===== src/shared/asd_pkg.sv =====
// constants for the swap, dither and trim configuration registers
package asd_pkg;
  // register indices; byte address is four times the index
  localparam logic [9:0] TRIM_IDX = 10'h081;
  localparam logic [9:0] OVERLAP_IDX = 10'h09A;
  localparam logic [9:0] STEER_IDX = 10'h09B;
  localparam logic [9:0] DITHER_IDX = 10'h09D;
  localparam int ADDR_LSB = 2;
  // field layouts
  localparam int TRIM_W = 8;
  localparam int DLY_W = 5;
  localparam int DITH_EN_BIT = 0;
  localparam int DITH_AMP_BIT = 1;
  localparam int DITH_ERR_BIT = 2;
  localparam int DITH_W = 3;
  // reset values
  localparam logic [7:0] TRIM_RST = 8'h00;
  localparam logic [4:0] OVERLAP_RST = 5'h08;
  localparam logic [4:0] STEER_RST = 5'h07;
  localparam logic [2:0] DITHER_RST = 3'h0;
  // overlap length is base plus twice the programmed value
  localparam int OVERLAP_BASE = 4;
  localparam int OVERLAP_SCALE = 2;
  localparam int CNT_W = 7;
  // edges after reset release before the factory trim is taken
  localparam logic [1:0] FACTORY_LOAD_WAIT = 2'h3;
  typedef enum logic [1:0] {SW_IDLE, SW_OVERLAP, SW_STEER} asd_swap_type;
endpackage : asd_pkg


===== src/asd_config_regs.sv =====
// APB register bank for input trim, core swap delays and dither control
`timescale 1ns/1ns
module asd_config_regs
  import asd_pkg::*;
#(
  parameter int ADDR_W = 12
) (
  input wire logic sys_clk, // 125 MHz system clock
  input wire logic rst_b, // synchronous reset, active low
  input wire logic ce, // clock enable, freezes all state
  input wire logic psel, // apb select
  input wire logic penable, // apb access phase
  input wire logic pwrite, // apb write
  input wire logic [ADDR_W-1:0] paddr, // apb byte address
  input wire logic [31:0] pwdata, // apb write data
  input wire logic [3:0] pstrb, // apb byte strobes
  output logic [31:0] prdata, // apb read data
  output logic pready, // apb ready
  output logic pslverr, // apb error on unmapped address
  input wire logic [asd_pkg::TRIM_W-1:0] factory_trim, // fuse value
  input wire logic cal_enable, // background calibration enable pin
  input wire logic swap_request, // core swap request pin
  output logic [asd_pkg::TRIM_W-1:0] input_d_termination_trim, // trim
  output logic dither_enable, // dither on
  output logic dither_amplitude_select, // large dither
  output logic dither_rounding_select, // error into offset and spurs
  output logic overlap_active, // both cores sample the same input
  output logic steer_select, // encoder mux select
  output logic swap_busy // swap sequence in progress
);
  import asd_pkg::*;

  // elaboration check: the highest index must fit the address
  if (ADDR_W < 10 + ADDR_LSB) begin : g_addr_chk
    $error("asd_config_regs: ADDR_W too small for register map");
  end

  // decode a byte address into a register hit
  function automatic logic hit(input logic [ADDR_W-1:0] addr,
                               input logic [9:0] idx);
    hit = (addr[ADDR_LSB +: 10] == idx) &&
          ((addr >> (ADDR_LSB + 10)) == '0) &&
          (addr[ADDR_LSB-1:0] == '0);
  endfunction : hit

  logic [TRIM_W-1:0] trim_ff;
  logic [DLY_W-1:0] overlap_ff;
  logic [DLY_W-1:0] steer_ff;
  logic [DITH_W-1:0] dither_ff;
  logic [31:0] prdata_ff;
  logic pslverr_ff;
  logic [1:0] load_wait_ff;
  logic trim_loaded_ff;
  logic [TRIM_W-1:0] fuse_sync;
  logic cal_sync;
  logic req_sync;
  logic req_dly_ff;
  logic req_rise;
  logic wr_en;
  logic setup;
  logic mapped;
  logic [31:0] nxt_rdata;
  asd_swap_type state_ff;
  asd_swap_type nxt_state;
  logic [DLY_W-1:0] overlap_snap_ff;
  logic [DLY_W-1:0] steer_snap_ff;
  logic steer_sel_ff;
  logic ovl_start;
  logic ovl_busy;
  logic ovl_done;
  logic str_start;
  logic str_done;
  logic [CNT_W-1:0] ovl_len;
  logic [CNT_W-1:0] str_len;

  // synchronise the pins before anything reads them
  asd_sync #(.W(TRIM_W)) u_fuse_sync (
    .sys_clk(sys_clk),
    .rst_b(rst_b),
    .ce(ce),
    .async_in(factory_trim),
    .sync_out(fuse_sync)
  );

  asd_sync #(.W(2)) u_ctl_sync (
    .sys_clk(sys_clk),
    .rst_b(rst_b),
    .ce(ce),
    .async_in({cal_enable, swap_request}),
    .sync_out({cal_sync, req_sync})
  );

  // apb phases; the slave never waits, so pready is constant high
  assign setup = psel && !penable;
  assign wr_en = psel && penable && pwrite && pstrb[0];
  assign mapped = hit(paddr, TRIM_IDX) || hit(paddr, OVERLAP_IDX) ||
                  hit(paddr, STEER_IDX) || hit(paddr, DITHER_IDX);

  // read mux; reserved bits read as zero
  always_comb begin
    nxt_rdata = 32'h0000_0000;
    if (hit(paddr, TRIM_IDX)) begin
      nxt_rdata[TRIM_W-1:0] = trim_ff;
    end else if (hit(paddr, OVERLAP_IDX)) begin
      nxt_rdata[DLY_W-1:0] = overlap_ff;
    end else if (hit(paddr, STEER_IDX)) begin
      nxt_rdata[DLY_W-1:0] = steer_ff;
    end else if (hit(paddr, DITHER_IDX)) begin
      nxt_rdata[DITH_W-1:0] = dither_ff;
    end
  end

  // side-effect free read
  // read data is captured in the setup cycle and held for the access cycle
  always_ff @(posedge sys_clk) begin
    if (!rst_b) begin
      prdata_ff <= 32'h0000_0000;
      pslverr_ff <= 1'b0;
    end else if (ce) begin
      if (setup) begin
        prdata_ff <= pwrite ? 32'h0000_0000 : nxt_rdata;
        pslverr_ff <= !mapped;
      end
    end
  end

  assign prdata = prdata_ff;
  assign pready = 1'b1;
  assign pslverr = pslverr_ff && psel && penable;

  // factory trim load
  // wait until the fuse value has crossed both synchroniser stages
  always_ff @(posedge sys_clk) begin
    if (!rst_b) begin
      load_wait_ff <= 2'h0;
      trim_loaded_ff <= 1'b0;
    end else if (ce) begin
      if (load_wait_ff != FACTORY_LOAD_WAIT) begin
        load_wait_ff <= load_wait_ff + 2'h1;
      end
      if (load_wait_ff == FACTORY_LOAD_WAIT) begin
        trim_loaded_ff <= 1'b1;
      end
    end
  end

  // trim register
  // the fuse value lands once; software writes win afterwards
  always_ff @(posedge sys_clk) begin
    if (!rst_b) begin
      trim_ff <= TRIM_RST;
    end else if (ce) begin
      if (wr_en && hit(paddr, TRIM_IDX)) begin
        trim_ff <= pwdata[TRIM_W-1:0];
      end else if (!trim_loaded_ff &&
                   load_wait_ff == FACTORY_LOAD_WAIT) begin
        trim_ff <= fuse_sync;
      end
    end
  end

  // is left to software; the running swap uses a snapshot anyway
  always_ff @(posedge sys_clk) begin
    if (!rst_b) begin
      overlap_ff <= OVERLAP_RST;
    end else if (ce) begin
      if (wr_en && hit(paddr, OVERLAP_IDX)) begin
        overlap_ff <= pwdata[DLY_W-1:0];
      end
    end
  end

  always_ff @(posedge sys_clk) begin
    if (!rst_b) begin
      steer_ff <= STEER_RST;
    end else if (ce) begin
      if (wr_en && hit(paddr, STEER_IDX)) begin
        steer_ff <= pwdata[DLY_W-1:0];
      end
    end
  end

  always_ff @(posedge sys_clk) begin
    if (!rst_b) begin
      dither_ff <= DITHER_RST;
    end else if (ce) begin
      if (wr_en && hit(paddr, DITHER_IDX)) begin
        dither_ff <= pwdata[DITH_W-1:0];
      end
    end
  end

  assign dither_enable = dither_ff[DITH_EN_BIT];
  assign dither_amplitude_select = dither_ff[DITH_AMP_BIT];
  assign dither_rounding_select = dither_ff[DITH_ERR_BIT];
  assign input_d_termination_trim = trim_ff;

  // swap request edge, taken from the synchronised copy
  always_ff @(posedge sys_clk) begin
    if (!rst_b) begin
      req_dly_ff <= 1'b0;
    end else if (ce) begin
      req_dly_ff <= req_sync;
    end
  end

  assign req_rise = req_sync && !req_dly_ff;

  // swap sequencer: overlap window, then delayed mux select change
  always_comb begin
    nxt_state = state_ff;
    case (state_ff)
      SW_IDLE: begin
        if (req_rise && cal_sync) begin
          nxt_state = SW_OVERLAP;
        end
      end
      SW_OVERLAP: begin
        if (ovl_done) begin
          nxt_state = SW_STEER;
        end
      end
      SW_STEER: begin
        if (str_done) begin
          nxt_state = SW_IDLE;
        end
      end
      default: begin
        nxt_state = SW_IDLE;
      end
    endcase
  end

  always_ff @(posedge sys_clk) begin
    if (!rst_b) begin
      state_ff <= SW_IDLE;
    end else if (ce) begin
      state_ff <= nxt_state;
    end
  end

  // freeze delays at swap start so a late write cannot bend a swap
  always_ff @(posedge sys_clk) begin
    if (!rst_b) begin
      overlap_snap_ff <= OVERLAP_RST;
      steer_snap_ff <= STEER_RST;
    end else if (ce) begin
      if (state_ff == SW_IDLE) begin
        overlap_snap_ff <= overlap_ff;
        steer_snap_ff <= steer_ff;
      end
    end
  end

  // overlap length of base plus twice the value
  assign ovl_len = CNT_W'(OVERLAP_BASE) +
                   CNT_W'(OVERLAP_SCALE) * CNT_W'(overlap_snap_ff);
  assign ovl_start = (state_ff == SW_IDLE) && req_rise && cal_sync;

  asd_cycle_timer #(.W(CNT_W)) u_overlap_tmr (
    .sys_clk(sys_clk),
    .rst_b(rst_b),
    .ce(ce),
    .start(ovl_start),
    .load_val(ovl_len),
    .busy(ovl_busy),
    .done(ovl_done)
  );

  // select delay applied only within a swap
  assign str_len = CNT_W'(steer_snap_ff);
  assign str_start = ovl_done;

  asd_cycle_timer #(.W(CNT_W)) u_steer_tmr (
    .sys_clk(sys_clk),
    .rst_b(rst_b),
    .ce(ce),
    .start(str_start),
    .load_val(str_len),
    .busy(),
    .done(str_done)
  );

  // mux select flips when the delay runs out
  always_ff @(posedge sys_clk) begin
    if (!rst_b) begin
      steer_sel_ff <= 1'b0;
    end else if (ce) begin
      if (str_done) begin
        steer_sel_ff <= !steer_sel_ff;
      end
    end
  end

  assign overlap_active = ovl_busy;
  assign steer_select = steer_sel_ff;
  assign swap_busy = (state_ff != SW_IDLE);
endmodule : asd_config_regs


===== src/asd_sync.sv =====
// two flip-flop synchroniser for signals arriving from outside the clock
`timescale 1ns/1ns
module asd_sync #(
  parameter int W = 1
) (
  input wire logic sys_clk, // system clock
  input wire logic rst_b, // synchronous reset, active low
  input wire logic ce, // clock enable
  input wire logic [W-1:0] async_in, // unsynchronised input
  output logic [W-1:0] sync_out // synchronised copy
);
  logic [W-1:0] meta_ff;
  logic [W-1:0] sync_ff;

  // first stage feeds only the second stage
  always_ff @(posedge sys_clk) begin
    if (!rst_b) begin
      meta_ff <= '0;
      sync_ff <= '0;
    end else if (ce) begin
      meta_ff <= async_in;
      sync_ff <= meta_ff;
    end
  end

  assign sync_out = sync_ff;
endmodule : asd_sync


===== src/asd_cycle_timer.sv =====
// down counter that stays busy for a loaded number of cycles
`timescale 1ns/1ns
module asd_cycle_timer #(
  parameter int W = 7
) (
  input wire logic sys_clk, // system clock
  input wire logic rst_b, // synchronous reset, active low
  input wire logic ce, // clock enable
  input wire logic start, // load the count
  input wire logic [W-1:0] load_val, // number of busy cycles
  output logic busy, // count still running
  output logic done // one-cycle pulse at the end
);
  logic [W-1:0] cnt_ff;
  logic done_ff;

  // count down; a zero load finishes on the next edge
  always_ff @(posedge sys_clk) begin
    if (!rst_b) begin
      cnt_ff <= '0;
      done_ff <= 1'b0;
    end else if (ce) begin
      done_ff <= 1'b0;
      if (start) begin
        cnt_ff <= load_val;
        done_ff <= (load_val == '0);
      end else if (cnt_ff != '0) begin
        cnt_ff <= cnt_ff - 1'b1;
        done_ff <= (cnt_ff == {{(W-1){1'b0}}, 1'b1});
      end
    end
  end

  assign busy = (cnt_ff != '0);
  assign done = done_ff;
endmodule : asd_cycle_timer


===== config.mk =====
export PLATFORM = sky130hd
export DESIGN_NAME = asd_config_regs
export DESIGN_NICKNAME = d
export VERILOG_FILES = /design/src/shared/asd_pkg.sv /design/src/asd_config_regs.sv /design/src/asd_sync.sv /design/src/asd_cycle_timer.sv
export SDC_FILE = /design/constraint.sdc
export NUM_CORES = 1
export LEC_CHECK = 0
export BUFFER_PORTS_ARGS = -buffer_cell sky130_fd_sc_hd__buf_2
export CELL_PAD_IN_SITES_DETAIL_PLACEMENT = 0
export CELL_PAD_IN_SITES_GLOBAL_PLACEMENT = 1
export CORE_UTILIZATION = 39
export CTS_CLUSTER_SIZE = 30
export DETAILED_ROUTE_END_ITERATION = 16
export PLACE_DENSITY_LB_ADDON = 0.25
export SLEW_MARGIN = 20
export SYNTH_ARGS = -nofsm -noshare
export SYNTH_HDL_FRONTEND = slang
export SYNTH_SLANG_ARGS = --single-unit

===== constraint.sdc =====
create_clock -name sys_clk -period 2 [get_ports sys_clk]
set_input_delay 0 -clock sys_clk [delete_from_list [all_inputs] [get_ports sys_clk]]
set_output_delay 0 -clock sys_clk [all_outputs]
set_load 0.05 [all_outputs]

; ---- Word level (Yosys, flattened, before mapping)
; Index checks and enable logic that the tools add are counted.
[op_classes]
n_addsub = 4
n_eq_ne = 13
muxes = 21
n_reduce_logical = 49
[ops]
columns = op, count
row1 = "equality test 10 x 8 -> 1 bit, second input constant", 4
row2 = two-way mux 7 bit, 4
row3 = two-way mux 8 bit, 3
row4 = AND reduction 2 bit, 11
row5 = logical AND 1 bit, 19
row6 = "equality test 7 x 1 -> 1 bit, second input constant", 2
row7 = logical NOT 7 bit, 2
row8 = nonzero test 7 bit, 2
row9 = "subtractor 7 x 1 -> 7 bit, second input constant", 2
row10 = two-way mux 5 bit, 2
row11 = two-way mux 3 bit, 3
row12 = two-way mux 2 bit, 4
row13 = nonzero test 2 bit, 4
row14 = "adder 3 x 6 -> 7 bit, first input constant", 1
row15 = one-hot mux 2 bit (3 select lines), 1
row16 = logical NOT 1 bit, 5
row17 = "equality test 2 bit, second input constant", 2
row18 = logical NOT 2 bit, 2
row19 = two-way mux 1 bit, 4
row20 = "inequality test 2 x 1 -> 1 bit, second input constant", 2
row21 = "inequality test 2 bit, second input constant", 2
row22 = AND reduction 4 bit, 1
row23 = logical OR 1 bit, 3
row24 = "adder 2 x 1 -> 2 bit, second input constant", 1
row25 = "equality test 2 x 1 -> 1 bit, second input constant", 1
[word_totals]
regBits = 107
input_bits = 64
output_inout_bits = 48
elab_cells = 108

; ---- Logic depth before layout (Yosys ltp)
; Gate-level depths: netlist (run 1).
[logic_depth]
depth_word = 7
depth_mapped = 7
depth_no_buf = 7

; ---- Cells and area by module
; A second synthesis (run 1) with hierarchy kept.
[unflattened]
cells_unflattened = 499
area_unflattened_um2 = 4376.7
[modules_own_cells]
columns = module, n_inst, cells_per_inst, area_each_um2, seq_area_each_um2
row1 = asd_config_regs, 1, 297, 2503.7, 940.9
row2 = asd_cycle_timer, 2, 69, 550.5, 160.2
row3 = asd_sync (u_fuse_sync), 1, 51, 615.6, 320.3
row4 = asd_sync (u_ctl_sync), 1, 13, 156.4, 80.1

; ---- Worst setup path after synthesis (run 1)
; Ideal clock, no wire load.
[synth_path]
path_type = register to register
start = reg u_overlap_tmr.cnt_ff[4]
end = reg u_overlap_tmr.cnt_ff[2]
setup_ns = 0.076
t_arrival_ns = 1.685
path_slack_ns = 0.239
stages_incl_launch_ff = 7
path_buffers = 0
period_less_slack_ns = 1.761
path_cell_list = dfxtp_1 > nor3_1 > and3_1 > inv_1 > o21ai_1 > o21ai_0 > a21boi_0
[synth_between]
elab_chain_len = 3
[synth_rtl]
columns = element, line_no
row1 = start: declaration, asd_cycle_timer.sv:14  ; logic [W-1:0] cnt_ff;
row2 = start signal: assignment, asd_cycle_timer.sv:25  ; cnt_ff <= load_val;
row3 = start signal: assignment, asd_cycle_timer.sv:28  ; cnt_ff <= cnt_ff - 1'b1;
row4 = nonzero test 7 bit, -
row5 = named net overlap_active, asd_config_regs.sv:27  ; output logic overlap_active,
row6 = nonzero test 2 bit (no source line), -
row7 = AND reduction 2 bit (no source line), -
; The timed path passes the listed nets, and every way through them passes these cells.
; A chain may end at the register's enable or synchronous reset.

; ---- Worst setup path in the final report (run 1)
[layout_path]
start = in paddr[4]
end = reg prdata_ff[6], in the netlist prdata[6]
[layout_between]
elab_chain_len = 4
[layout_rtl]
columns = element, line_no
row1 = start: declaration, asd_config_regs.sv:14  ; input wire logic [ADDR_W-1:0] paddr,
row2 = equality test 10 x 8 -> 1 bit, asd_config_regs.sv:41  ; hit = (addr[ADDR_LSB +: 10] == idx) &&
row3 = logical AND 1 bit, asd_config_regs.sv:42  ; ((addr >> (ADDR_LSB + 10)) == '0) &&
row4 = two-way mux 3 bit, asd_config_regs.sv:102  ; if (hit(paddr, TRIM_IDX)) begin
row5 = two-way mux 8 bit, asd_config_regs.sv:121  ; prdata_ff <= pwrite ? 32'h0000_0000 : nxt_rdata;
row6 = end signal: assignment, asd_config_regs.sv:121
row7 = end: declaration, asd_config_regs.sv:50  ; logic [31:0] prdata_ff;
; No other way between the ends.

==> out/metrics.yaml, run 1 <==
cts:
  clkLatencyLatePin_ns: 0.37
  htreeDepth: 3
  clock-sinks: 83
  cts-root-buf: "clkbuf_8"
  cts_tree: "done"
  cts_setup_buffers: 0
  clockBufferDepth: 2
  path_clk_slew_ns: 0.09
  cts_buffers: 9
global_routing:
  first_global_vias: 3191
  grt_use_total: 0.181
  antenna_found_initial: 0
  grt_max_degree: 88
  grt.overflow.total: 0
  grt_pass1_wl_um: 15700
floorplan:
  fp.dieW_um: 105
  initial_core_util: 0.401
  rows: 37
  pin_count: 112
  dieArea_um2: 11000
  die_height_um: 105
  core_area_um2: 10300
sta:
  slew_headroom: 0.644
  period_share: 0.939
  final-hold-violation-count: 0
  slew_violations: 0
  worst_slack_ns: 0.122
  rsz0062_at_grt: "false"
  fmax_mhz: 532
  period_minus_slack_ns: 1.88
  tightest_slew_ns: 0.532
  final-setup-viol-count: 0
  skew_ns: 0.0148
  tns_ns: 0
critical_path:
  worst_setup_path_start_kind: "input pin"
  path_max_fanout: 6
  crit_top_cell: "dlygate4sd3_1"
  critical_path_buf_inv_count: 3
  slowest_stage: "dlygate4sd3_1"
  max_stage_delay_ns: 0.57
  critPathRequiredTime_ns: 2.30
  crit_family: "buffers and inverters"
  end_kind: "flop"
  arrival_ns: 2.18
  critPathLaunch: "paddr[4]"
  crit_type: "in -> reg"
  r2r_start: "u_overlap_tmr.cnt_ff[0]"
  path_cells: "dlygate4sd3_1 > buf_2 > or3_4 > nor3_4 > nand3_1 > dlygate4sd3_1 > a21boi_0"
logic_synthesis:
  synthTopCellsByCount: "83 x dfxtp_1, 67 x nand2_1, 31 x mux2i_1, 31 x nor2b_1, 25 x buf_4"
  syn_inst: 472
  syn_area_um2: 4120
  synth_top_cell_by_area: "dfxtp_1"
  ys_warn_count: 0
  synthDistinctLibCells: 51
  synth_area_per_cell_um2: 8.73
  yosysMostFrequentCell: "dfxtp_1"
  synth-seq-area-share: 0.403
  synth-seq-cells: 83
  synth_edf_count: 0
  ys.flop_type: "dfxtp_1"
  synthTopCellsByArea: "dfxtp_1 40%, mux2i_1 7.5%, nand2_1 6.1%"
  synth_async_sr_flop_share: 0
  synth_top_area_frac: 0.403
power_and_ir_drop:
  power.density_nw_per_um2: 967
  leakage_nw: 2.17
  p_comb_frac: 0.275
  netSwitchingFraction: 0.336
  seqPwrFrac: 0.402
  design_power_total_mw: 4.79
  p_int_mw: 3.18
  ir_drop_v: 0.000498
  p_sw_mw: 1.61
  power_frac_clock: 0.323
detailed_routing:
  vias: 3387
  vias_per_cell: 4.92
  ant_nets: 0
  routed_wl_um: 9560
  first_pass_iters: 4
  routedWlPerCell_um: 13.9
  drtIter0Drc: 136
  remaining_drc_errors: 0
final_layout:
  area_growth_pct: 20.3
  drive_above_1_share: 0.188
  fin_nets: 620
  num_antenna_cells: 0
  utilization: 0.482
placed_design:
  gp_congestion: 0.801
  port_buffers: 59
  post-place-ws_ns: 0.0973
  dp_hpwl_um: 6660
hold_path:
  hold_start: "pwdata[5]"
  hold_path_class: "in -> reg"
run_status:
  status: "finished, final reports clean"
flow_run:
  cap_violations: 0
[logic make-up (layout without fill, tap and decap cells)]
group | after synthesis | in the layout | synth area share
flops | 83 | 83 | 0.403
compound gates | 94 | 94 | 0.167
mux | 33 | 33 | 0.0808
buf+inv | 60 | 118 | 0.0781
xor+xnor | 7 | 7 | 0.0149
simple gates | 185 | 185 | 0.230
other cells | 2 | 25 | 0.00182
fa+ha+maj | 8 | 8 | 0.0243
[per-stage QoR]
stage	cell area, um^2	hold WS, ns	instances
after floorplan	4210	0.125	495
after global placement	4490	0.259	653
after detailed placement	4490	0.270	653
after CTS	4940	0.00115	689
after global routing	4960	0.0197	689
final	4960	0.0160	689
[layout by cell type, fill, tap and decap left out, drive strengths merged, types with 3 or more instances in the layout]
| cell type | instances |
|---|---|
| dfxtp | 83 |
| buf | 71 |
| nand2 | 67 |
| mux2i | 31 |
| nor2b | 31 |
| conb | 25 |
| nand3 | 24 |
| nor2 | 22 |
| dlygate4sd3 | 20 |
| a21boi | 19 |
| o21ai | 19 |
| inv | 15 |
| a21oi | 12 |
| o21a | 10 |
| clkbuf | 9 |
| nor3 | 9 |
| o221a | 8 |
| ha | 8 |
| and2 | 6 |
| o211ai | 5 |
| nand4 | 4 |
| nand3b | 4 |
| o22ai | 4 |
| xnor2 | 4 |
| nor4 | 4 |
| xor2 | 3 |
| nand4b | 3 |
| a31oi | 3 |
| a22o | 3 |
| o211a | 3 |
| bufinv | 3 |
[path summary, 6_finish.rpt]
kind	to	slack [ns]	depth (start not counted)
hold / removal	input_d_termination_trim[5]	0.02	3
hold reg to reg	u_steer_tmr.cnt_ff[4]	0.46	2
setup reg to reg	u_overlap_tmr.cnt_ff[2]	0.31	6
setup / recovery	prdata[6]	0.12	7
[registers in the layout (all words and copies together), names as in the netlist, 3 cells and up]
| signal | cells |
|---|---|
| overlap_snap_ff | 5 |
| steer_ff | 5 |
| prdata | 8 |
| dither_ff | 3 |
| steer_snap_ff | 5 |
| u_steer_tmr.cnt_ff | 7 |
| overlap_ff | 5 |
| u_overlap_tmr.cnt_ff | 7 |
| u_fuse_sync.meta_ff | 8 |
| u_fuse_sync.sync_out | 8 |
| input_d_termination_trim | 8 |
[layout make-up]
| type | instances | area [um^2] |
|---|---|---|
| flip-flops and latches | 83 | 1660 |
| fillers | 1026 | 5320 |
| multi-input cells | 352 | 2230 |
| clock buffers | 9 | 124 |
| inverters | 11 | 41.3 |
| repair buffers | 91 | 598 |
| well taps | 136 | 170 |
| clock inverters | 7 | 128 |
[metal layers]
layer,vias up,GRT usage,routed length (um)
met4,0,0.0614,118
li1,1755,-,-
met1,1552,0.236,4730
met2,71,0.287,4320
met3,9,0.0487,398
met5,-,0,0
[power groups by stage]
stage / clock [mW] / sequential (mW) / combinational, mW
floorplan: 0 / 1.94 / 1.03
CTS: 1.58 / 1.93 / 1.33
global route: 1.66 / 1.95 / 1.50
global placement: 0 / 1.96 / 1.27
finish: 1.55 / 1.93 / 1.32
detailed placement: 0 / 1.96 / 1.29
[repair_timing]
item | 4_1_cts | 5_1_grt
hold endpoints to repair | 28 | 0
endpoints found under the setup margin | 0 | 1
gates resized for setup | 0 | 2
hold buffers | 20 | 0
[worst reg2reg max path, stage by stage, from the launching register on]
cell and delay, ns:
dfxtp_1 0.42, inv_1 0.10, ha_1 0.22, and3_1 0.19, a21oi_1 0.36, o21ai_0 0.15, a21boi_0 0.16
No activity file was read; power rests on OpenSTA's default activity.
==> inputs of run 2 (changes only) <==
CORE_ASPECT_RATIO = 0.6   (was not set)
==> out/metrics.yaml, run 2 (synthesis gave the netlist of run 1 again) <==
placed_design:
  port_buffers: 59  # unchanged
  dp_hpwl_um: 6900  # +3.6%
  place_inst: 656  # +0.46%
  gp_congestion: 0.796  # -0.54%
sta:
  final-hold-violation-count: 0  # unchanged
  tns_ns: 0  # unchanged
  skew_ns: 0.00646  # -0.00835 ns
  final-setup-viol-count: 0  # unchanged
  whs_ns: 0.0121  # -0.00387 ns
  period_minus_slack_ns: 1.71  # -0.165 ns
  period_share: 0.857  # -0.0824
  rsz0062_at_grt: "false"
  slew_violations: 0  # unchanged
  fmax_mhz: 584  # +9.6%
detailed_routing:
  drtIter0Drc: 148  # +8.8%
  first_pass_iters: 4  # unchanged
  vias_per_cell: 4.99  # +1.4%
  routedWlPerCell_um: 14.3  # +3.2%
  routed_wl_um: 9870  # +3.2%
  remaining_drc_errors: 0  # unchanged
  vias: 3435  # +1.4%
  ant_nets: 0  # unchanged
final_layout:
  n_fill_cell: 972  # -5.3%
  most-common-layout-cells: "83 x dfxtp_1, 67 x nand2_1, 59 x buf_2"
  num_antenna_cells: 0  # unchanged
  drive_above_1_share: 0.193  # +0.00508
  instances_no_fill: 689  # unchanged
  area_growth_pct: 21.4
  fin_nets: 621  # +0.16%
  final_common_cell: "dfxtp_1"
floorplan:
  core_area_um2: 10100  # -2.2%
  die_height_um: 81.6  # -22%
  pin_count: 112  # unchanged
  rows: 28  # -24%
  initial_core_util: 0.410  # +0.00888
  dieArea_um2: 11000  # +0.12%
  fp.dieW_um: 135  # +29%
power_and_ir_drop:
  ir_drop_v: 0.000419  # -16%
  leakage_nw: 2.19  # +0.93%
  power.density_nw_per_um2: 1000  # +3.5%
global_routing:
  grt.overflow.total: 0  # unchanged
  antenna_found_initial: 0  # unchanged
  grt_use_total: 0.194  # +0.0128
  first_global_vias: 3244  # +1.7%
  grt_max_degree: 88  # unchanged
  grt_pass1_wl_um: 16400  # +4.4%
cts:
  cts-root-buf: "clkbuf_16"
  clkLatencyLatePin_ns: 0.35  # -0.02 ns
  ctsResizeCount: 0  # unchanged
  cts_tree: "done"
  htreeDepth: 3  # unchanged
  cts_setup_buffers: 0  # unchanged
  clockBufferDepth: 2  # unchanged
  cts_buffers: 9  # unchanged
  clock-sinks: 83  # unchanged
  path_clk_slew_ns: 0.07  # -0.02 ns
critical_path:
  slowest_stage: "a21oi_1"
  end_kind: "flop"
  critical_path_buf_inv_count: 1  # -2
  worst_setup_path_start_kind: "flop"
  arrival_ns: 1.98  # -0.20 ns
  path_cells: "inv_1 > ha_1 > and3_1 > a21oi_1 > o211ai_1 > a21boi_0"
  path_max_fanout: 5  # -1
  critPathRequiredTime_ns: 2.27  # -0.03 ns
  r2r_setup_slack_ns: 0.29  # -0.02 ns
  max_stage_delay_ns: 0.40  # -0.17 ns
  crit_family: "compound AO/OA/AOI/OAI gates"
  crit_type: "reg -> reg"
run_status:
  status: "finished, final reports clean"
hold_path:
  hold_path_class: "in -> reg"
flow_run:
  cap_violations: 0  # unchanged
run 2: cell count changes in the layout (fill, tap and decap cells not counted), moves of 2 or more:
cell	before	now
buf_4	11	15
clkinv_4	0	2
dlygate4sd3_1	20	17
bufinv_16	3	1
clkbuf_8	9	0
clkbuf_16	0	9
run 2: worst register-to-register path: stages (launching register included):
cell and delay, ns:
dfxtp_1 0.39, inv_1 0.10, ha_1 0.22, and3_1 0.20, a21oi_1 0.40, o211ai_1 0.15, a21boi_0 0.18
run 2: report_power, final:
| part | internal, mW | switching [mW] | leakage, nW |
|---|---|---|---|
| sequential | 1.80 | 0.131 | 0.676 |
| clock | 0.985 | 0.733 | 0.147 |
| combinational | 0.549 | 0.805 | 1.36 |
run 2: repair_timing:
| item | in CTS | in global routing |
|---|---|---|
| setup endpoints to repair | 0 | 0 |
| hold buffers | 17 | 0 |
| endpoints found under the hold margin | 21 | 0 |
run 2: metrics by stage:
step	total power [mW]	utilization	setup slack (ns)	instance area, um^2
3_5_place_dp	3.29	0.450	0.0464	4520
3_3_place_gp	3.27	0.450	0.115	4520
2_1_floorplan	2.97	-	0.239	4210
6_report	5.00	0.497	0.287	5000
5_1_grt	5.31	0.497	0.0595	5000
4_1_cts	5.04	0.497	0.280	5000
run 2: routing by layer:
metal,share of wire,up-vias,wire length [um],global-route usage
met5,0,-,0,0
met4,0.0083,0,82,0.0539
met3,0.063,9,619,0.0660
met2,0.41,88,4020,0.289
met1,0.52,1574,5150,0.264
li1,-,1764,-,-
run 2: layout make-up:
type	count	area [um^2]	area share
clock buffers	9	225	0.0451
clock inverters	7	81.3	0.0163
inverters	11	41.3	0.00826
multi-input cells	352	2220	0.445
flip-flops and latches	83	1660	0.332
well taps	135	169	0.0338
repair buffers	92	598	0.120
run 2: path summary, 6_finish.rpt:
kind / from / endpoint / depth (start not counted)
worst max-delay path: u_overlap_tmr.cnt_ff[0] / u_overlap_tmr.cnt_ff[1] / 6
worst min-delay path: pwrite / prdata[5] / 4
worst max register to register: u_overlap_tmr.cnt_ff[0] / u_overlap_tmr.cnt_ff[1] / 6
worst min register to register: u_steer_tmr.cnt_ff[4] / u_steer_tmr.cnt_ff[4] / 2
